[src/rtl/ffsr_pkg.sv]
// Purpose: Constants and carrier types for the FET fault status and pump/relay register bank
// Assumes: 16-bit register port with separate write and read addresses
// Notes:   Each offset, field position, reset value is named once here
package ffsr_pkg;
   // ======================================================================
   // Register addresses
   // ======================================================================
   localparam logic [7:0]  FFSR_ADDR_FET_CLR_W   = 8'h0C;  // Fault clear, write only
   localparam logic [7:0]  FFSR_ADDR_FET_STAT_R  = 8'h8C;  // Fault status, read only
   localparam logic [7:0]  FFSR_ADDR_PUMP_CTRL_W = 8'h14;  // Pump/relay control, write
   localparam logic [7:0]  FFSR_ADDR_PUMP_CTRL_R = 8'h94;  // Pump/relay control, read back
   localparam logic [7:0]  FFSR_ADDR_STAT1_R     = 8'h88;  // First status word, read only

   // ======================================================================
   // Field positions
   // ======================================================================
   localparam int FFSR_BIT_ANSWER_CALC  = 2;   // Check-answer calculation error
   localparam int FFSR_BIT_ANSWER_TMO   = 1;   // Check-answer timeout
   localparam int FFSR_BIT_ANSWER_ACCUM = 0;   // Accumulated check-answer error
   localparam int FFSR_BIT_PUMP_ON      = 12;  // Charge pump enable
   localparam int FFSR_BIT_RELAY_THREE  = 8;   // Safety relay 3
   localparam int FFSR_BIT_RELAY_TWO    = 4;   // Safety relay 2
   localparam int FFSR_BIT_RELAY_ONE    = 0;   // Safety relay 1
   localparam int FFSR_FAULT_BITS       = 12;  // Used fault flags, bits 11..0

   // ======================================================================
   // Reset values
   // ======================================================================
   localparam logic [11:0] FFSR_RST_FET_STAT = 12'h000;  // All flags clear
   localparam logic        FFSR_RST_PUMP_ON  = 1'b1;     // Pump runs after reset
   localparam logic        FFSR_RST_RELAY    = 1'b0;     // Relays off after reset

   // ======================================================================
   // Carrier types
   // ======================================================================
   // Fault detector inputs, ordered so that bit index equals status bit
   typedef struct packed {
      logic gate_ovp_u_high;    // 11
      logic drain_fault_u_high; // 10
      logic gate_ovp_u_low;     // 9
      logic drain_fault_u_low;  // 8
      logic gate_ovp_v_high;    // 7
      logic drain_fault_v_high; // 6
      logic gate_ovp_v_low;     // 5
      logic drain_fault_v_low;  // 4
      logic gate_ovp_w_high;    // 3
      logic drain_fault_w_high; // 2
      logic gate_ovp_w_low;     // 1
      logic drain_fault_w_low;  // 0
   } ffsr_fault_t;

   // Register port request
   typedef struct packed {
      logic        wr_en;    // Write strobe, one cycle
      logic        rd_en;    // Read strobe, one cycle
      logic [7:0]  addr;     // Register address
      logic [15:0] wdata;    // Write data
   } ffsr_req_t;

   // Pump and relay drives
   typedef struct packed {
      logic pump_output_on;   // Charge pump on
      logic relay_three_on;   // Safety relay 3 on
      logic relay_two_on;     // Safety relay 2 on
      logic relay_one_on;     // Safety relay 1 on
   } ffsr_drive_t;

   // Whole module state
   typedef struct packed {
      logic [11:0] fault;     // Sticky fault flags
      ffsr_drive_t drive;     // Control register bits
      logic [15:0] rdata;     // Read data holding register
      logic        rvalid;    // Read answer strobe
   } ffsr_state_t;

   // Check-answer flag word
   typedef struct packed {
      logic answer_calc_fault;   // Calculation error
      logic answer_tmo_fault;    // Timeout
      logic answer_accum_fault;  // Accumulated error
   } ffsr_answer_t;
endpackage

[src/rtl/ffsr_regs.sv]
// Purpose: FET fault status/clear and charge pump / relay control register bank
// Assumes: One clock, synchronous active-high reset, detector inputs on same clock
// Notes:   Serial framing lives elsewhere; this sees decoded register strobes
//
// Overview of operation
// - First status word (88h) bits 2,1,0 report check-answer errors
// - Phase U faults at bits 11 to 8
// - Phase V faults at bits 7 to 4
// - Phase W faults at bits 3 to 0
// - Fault flags read-only, reset to zero
// - Clear register bit N clears flag N
// - Writing zero to clear bit does nothing
// - Clear after recovery; diag output returns high
// - Clear ignored while fault still present
// - Control written at 14h, read at 94h
// - Bit 12 pump on, resets to one
// - Bit 8 relay three, resets zero
// - Bit 4 relay two, resets zero
// - Bit 0 relay one; others read zero
`timescale 1ns/1ns
module ffsr_regs (
   input  wire logic                  ref_clk_i,   // 50 MHz clock
   input  wire logic                  reset_i,     // Synchronous reset, high
   input  wire ffsr_pkg::ffsr_req_t   req_i,       // Register request
   input  wire ffsr_pkg::ffsr_fault_t fault_i,     // Detector levels
   input  wire ffsr_pkg::ffsr_answer_t answer_i,   // Check-answer flag levels
   output logic [15:0]                rdata_o,     // Read data, registered
   output logic                       rvalid_o,    // Read answer strobe
   output ffsr_pkg::ffsr_drive_t      drive_o,     // Pump and relay drives
   output logic                       diag_out_n_o // Low while any fault flag set
);
   import ffsr_pkg::*;

   // ======================================================================
   // State
   // ======================================================================
   ffsr_state_t state_ff;      // Registered state
   ffsr_state_t nxt_state;     // Next state
   logic [11:0] det;           // Detector vector, status bit order
   logic [11:0] clr_req;       // Clear request this cycle

   // Write hit check, used for both write addresses
   function automatic logic wr_hit(input ffsr_req_t r, input logic [7:0] a);
      return r.wr_en && (r.addr == a);
   endfunction

   assign det = fault_i;  // Packed order gives bits 11..0

   // ======================================================================
   // Next-state logic
   // ======================================================================
   always_comb begin
      nxt_state = state_ff;
      nxt_state.rvalid = 1'b0;
      // Clear strobes act on the write itself, nothing is stored
      clr_req = wr_hit(req_i, FFSR_ADDR_FET_CLR_W) ? req_i.wdata[11:0] : 12'h000;
      // Set wins; clear only where the detector is quiet
      nxt_state.fault = (state_ff.fault & ~(clr_req & ~det)) | det;
      // Control register write
      if (wr_hit(req_i, FFSR_ADDR_PUMP_CTRL_W)) begin
         nxt_state.drive.pump_output_on = req_i.wdata[FFSR_BIT_PUMP_ON];
         nxt_state.drive.relay_three_on = req_i.wdata[FFSR_BIT_RELAY_THREE];
         nxt_state.drive.relay_two_on   = req_i.wdata[FFSR_BIT_RELAY_TWO];
         nxt_state.drive.relay_one_on   = req_i.wdata[FFSR_BIT_RELAY_ONE];
      end
      // Read decode; unmapped addresses answer zero
      if (req_i.rd_en) begin
         nxt_state.rvalid = 1'b1;
         nxt_state.rdata  = 16'h0000;
         unique case (req_i.addr)
            FFSR_ADDR_FET_STAT_R: begin
               nxt_state.rdata[11:0] = state_ff.fault;
            end
            FFSR_ADDR_PUMP_CTRL_R: begin
               nxt_state.rdata[FFSR_BIT_PUMP_ON]     = state_ff.drive.pump_output_on;
               nxt_state.rdata[FFSR_BIT_RELAY_THREE] = state_ff.drive.relay_three_on;
               nxt_state.rdata[FFSR_BIT_RELAY_TWO]   = state_ff.drive.relay_two_on;
               nxt_state.rdata[FFSR_BIT_RELAY_ONE]   = state_ff.drive.relay_one_on;
            end
            FFSR_ADDR_STAT1_R: begin
               nxt_state.rdata[FFSR_BIT_ANSWER_CALC]  = answer_i.answer_calc_fault;
               nxt_state.rdata[FFSR_BIT_ANSWER_TMO]   = answer_i.answer_tmo_fault;
               nxt_state.rdata[FFSR_BIT_ANSWER_ACCUM] = answer_i.answer_accum_fault;
            end
            default: begin
               nxt_state.rdata = 16'h0000;
            end
         endcase
      end
   end

   // ======================================================================
   // State register
   // ======================================================================
   always_ff @(posedge ref_clk_i) begin
      if (reset_i) begin
         state_ff.fault                <= FFSR_RST_FET_STAT;
         state_ff.drive.pump_output_on <= FFSR_RST_PUMP_ON;
         state_ff.drive.relay_three_on <= FFSR_RST_RELAY;
         state_ff.drive.relay_two_on   <= FFSR_RST_RELAY;
         state_ff.drive.relay_one_on   <= FFSR_RST_RELAY;
         state_ff.rdata                <= 16'h0000;
         state_ff.rvalid               <= 1'b0;
      end else begin
         state_ff <= nxt_state;
      end
   end

   // ======================================================================
   // Outputs
   // ======================================================================
   assign rdata_o      = state_ff.rdata;
   assign rvalid_o     = state_ff.rvalid;
   assign drive_o      = state_ff.drive;
   assign diag_out_n_o = ~(|state_ff.fault);
endmodule // ffsr_regs

[config.mk]
export PLATFORM = sky130hd
export DESIGN_NAME = ffsr_regs
export DESIGN_NICKNAME = d
export VERILOG_FILES = /design/src/rtl/ffsr_pkg.sv /design/src/rtl/ffsr_regs.sv
export SDC_FILE = /design/constraint.sdc
export NUM_CORES = 1
export LEC_CHECK = 0
export ABC_AREA = 1
export BUFFER_PORTS_ARGS = -buffer_cell sky130_fd_sc_hd__buf_4
export CAP_MARGIN = 20
export CORE_ASPECT_RATIO = 0.9
export CORE_MARGIN = 1
export CORE_UTILIZATION = 32
export CTS_CLUSTER_DIAMETER = 100
export DETAILED_ROUTE_END_ITERATION = 6
export PLACE_DENSITY_LB_ADDON = 0.1
export SLEW_MARGIN = 20
export SYNTH_ARGS = -nofsm -noshare
export SYNTH_HDL_FRONTEND = slang
export SYNTH_SLANG_ARGS = --single-unit
[constraint.sdc]
create_clock -name ref_clk_i -period 1.01 [get_ports ref_clk_i]
set_clock_uncertainty 0.05 [all_clocks]
set_input_delay 0.1515 -clock ref_clk_i [delete_from_list [all_inputs] [get_ports ref_clk_i]]
set_output_delay 0.1515 -clock ref_clk_i [all_outputs]
set_load 0.03 [all_outputs]
==> impl_metrics.json <==
{
  "first_pass_iters": 4,
  "gp_congestion": 0.7994,
  "cts_setup_buffers": 0,
  "leakage_nw": 0.9661,
  "cts_buffers": 5,
  "drc_errors": 0,
  "drive_gt1_share_pct": 39.53,
  "critPathMaxFanout": 2,
  "maxCapViolCount": 0,
  "r2r_cells": 5,
  "synth.distinct_cells": 20,
  "r2r-start": "state_ff[21]",
  "cts_tree": "built",
  "antenna_cells": 0,
  "clk_pin_slew_worst_paths_ns": 0.06,
  "place_worst_setup_slack_ns": -0.1545,
  "yosysWarnings": 0,
  "fin_tns_setup_ns": -0.4103,
  "cts-root-buf": "clkbuf_8",
  "initial_core_util_pct": 34.42,
  "rsz0062_at_grt": "true",
  "htreeDepth": 2,
  "fin_crit_ns": 1.420,
  "start_kind": "register",
  "syn_area_um2": 1440,
  "wire_per_inst_um": 11.21,
  "synth_cells": 200,
  "clockBufferDepth": 2,
  "fp.dieW_um": 72.72,
  "yosysSeqAreaShare_pct": 41.70,
  "cpMaxStageDelayCell": "dfxtp_1",
  "reg2reg_to": "rdata_o[0]",
  "cp.required_ns": 0.81,
  "vias": 1353,
  "powerDensity_nw_per_um2": 1315,
  "grt_overflow": 0,
  "drt_iter0_drc": 85,
  "routed_wl_mm": 3.566,
  "ctsHoldBuffers": 0,
  "syn_avg_cell_area_um2": 7.201,
  "synth_area_leaders": "dfxtp_1, buf_4, nand3_1, nor2_1, a21oi_1",
  "maxSlewViolCount": 0,
  "grt_pass1_wl_mm": 5.775,
  "cts_sinks": 30,
  "place_hpwl_mm": 2.722,
  "setup_ws_ns": -0.4103,
  "grt_pass1_vias": 1257,
  "netlist.area_leader.share_pct": 41.70,
  "arrival_ns": 1.22,
  "finalCritPeriodShare_pct": 140.6,
  "finalHoldViolCount": 0,
  "status": "complete, but fails checks",
  "peakVddDrop_mv": 0.5860,
  "crit_path_start": "state_ff[22]",
  "synth_area_leader_cell": "dfxtp_1",
  "ys_ff_latch": 30,
  "critPathCapture": "diag_out_n_o",
  "cp-end-kind": "primary output",
  "worstSkewPairLatency_ns": 0.28,
  "setup_viol": 1,
  "die_height_um": 65.64,
  "core_area_um2": 4184,
  "antenna_found_initial": 0,
  "io_buffers": 58,
  "rows": 22,
  "violations": "setup timing",
  "die-area_um2": 4773,
  "grt_util_all_layers_pct": 16.27,
  "worstSetupPathType": "register to primary output",
  "io_pins": 65,
  "rrSetupSlack_ns": 0.10,
  "route.antenna.remaining_nets": 0,
  "area_growth_pct": 44.05,
  "via_per_inst": 4.255,
  "hold_path.class": "primary input to register",
  "worstPathCellList": "nor4_1 > and3_4 > buf_6",
  "fmax_mhz": 704.1,
  "grt_max_degree": 27,
  "nets": 300,
  "critPathMaxStageDelay_ns": 0.31
}
[cell usage after synthesis, drive strengths merged]
cell type,count
a21oi,20
and2,1
and3,1
buf,25
clkbuf,4
conb,1
dfxtp,30
inv,14
nand2,26
nand3,26
nor2,37
nor4,3
o21ai,12
[worst max-delay path, delay by kind of cell (launching register included)]
| kind | cells | cell delay [ns] |
|---|---|---|
| buffers and inverters | 1 | 0.12 |
| DFF | 1 | 0.31 |
| and+or+nand+nor | 2 | 0.51 |
[how the worst min path moves through the flow]
stage	start	endpoint	slack, ns	cells past startpoint
after global routing	req_i[12]	drive_o[3]	0.04	3
after detailed placement	req_i[12]	drive_o[3]	0.31	3
after floorplan	req_i[12]	drive_o[3]	0.21	2
after CTS	req_i[12]	drive_o[3]	0.02	3
after global placement	req_i[12]	drive_o[3]	0.31	3
final	req_i[12]	drive_o[3]	0.02	3
[through the flow]
stage	instances	hold WS [ns]	utilization, %	instance area [µm²]	power [W]
final	318	0.02262	49.58	2074	0.002729
after global routing	318	0.03781	49.58	2074	0.002858
after CTS	317	0.02059	48.98	2049	0.002748
after detailed placement	309	0.3097	46.11	1929	0.001776
after global placement	309	0.3072	46.11	1929	0.001777
after floorplan	202	0.2147	-	1449	0.001554
[power by group]
part           internal, W  switching (W)  total [W]
clock network     0.000548       0.000421   0.000969
logic             0.000243       0.000235   0.000478
registers          0.00125      0.0000342    0.00128
[what timing repair did]
item	4_1_cts	5_1_grt
pin swaps	2	2
endpoints found under the setup margin	5	5
cloned	0	1
resized for setup	9	6
[final cells by class]
class	count	area, µm²
clock inverters	1	5.005
inverters	14	52.55
repair buffers	76	630.6
fillers	451	2110
well taps	60	75.07
clock buffers	7	86.33
multi-input cells	130	616.8
flip-flops and latches	30	608.1
[cells by family (layout without fill, tap and decap cells)]
kind of cell / after synthesis / after routing / synth area share [%]
compound gates: 32 / 32 / 11.12
buf+inv: 43 / 98 / 17.72
other cells: 1 / 3 / 0.2604
flops: 30 / 30 / 41.70
simple gates: 94 / 95 / 29.19
[routing by layer]
layer / track usage, % / up-vias / routed length [µm]
li1: - / 738 / -
met1: 21.99 / 571 / 1846
met2: 24.30 / 40 / 1512
met3: 4.448 / 4 / 169
met4: 6.618 / 0 / 38
met5: 0 / - / 0
[sequential cells by signal, indices dropped and copies added, names as in the netlist]
register / count
rvalid_o: 1
drive_o: 4
rdata_o: 13
state_ff: 12
[placed cells by master (no fill, tap or decap)]
| master | Yosys | routed |
|---|---|---|
| a21oi_1 | 20 | 20 |
| dfxtp_2 | 0 | 6 |
| clkbuf_8 | 0 | 6 |
| dfxtp_1 | 30 | 24 |
| buf_12 | 0 | 3 |
| and3_4 | 0 | 1 |
| nor4_1 | 3 | 1 |
| and2_4 | 1 | 1 |
| nor2_4 | 2 | 2 |
| o21ai_1 | 3 | 3 |
| buf_4 | 22 | 67 |
| nor2_2 | 2 | 2 |
| conb_1 | 1 | 3 |
| and2_2 | 0 | 1 |
| nor4_2 | 0 | 2 |
| inv_2 | 4 | 4 |
| clkbuf_1 | 3 | 1 |
| clkinv_2 | 0 | 1 |
| inv_1 | 10 | 10 |
| nor2_1 | 33 | 33 |
| buf_6 | 1 | 6 |
| nand2_1 | 26 | 26 |
| o21ai_0 | 9 | 9 |
| nand3_1 | 26 | 26 |
No activity file was read; power rests on OpenSTA's default activity.
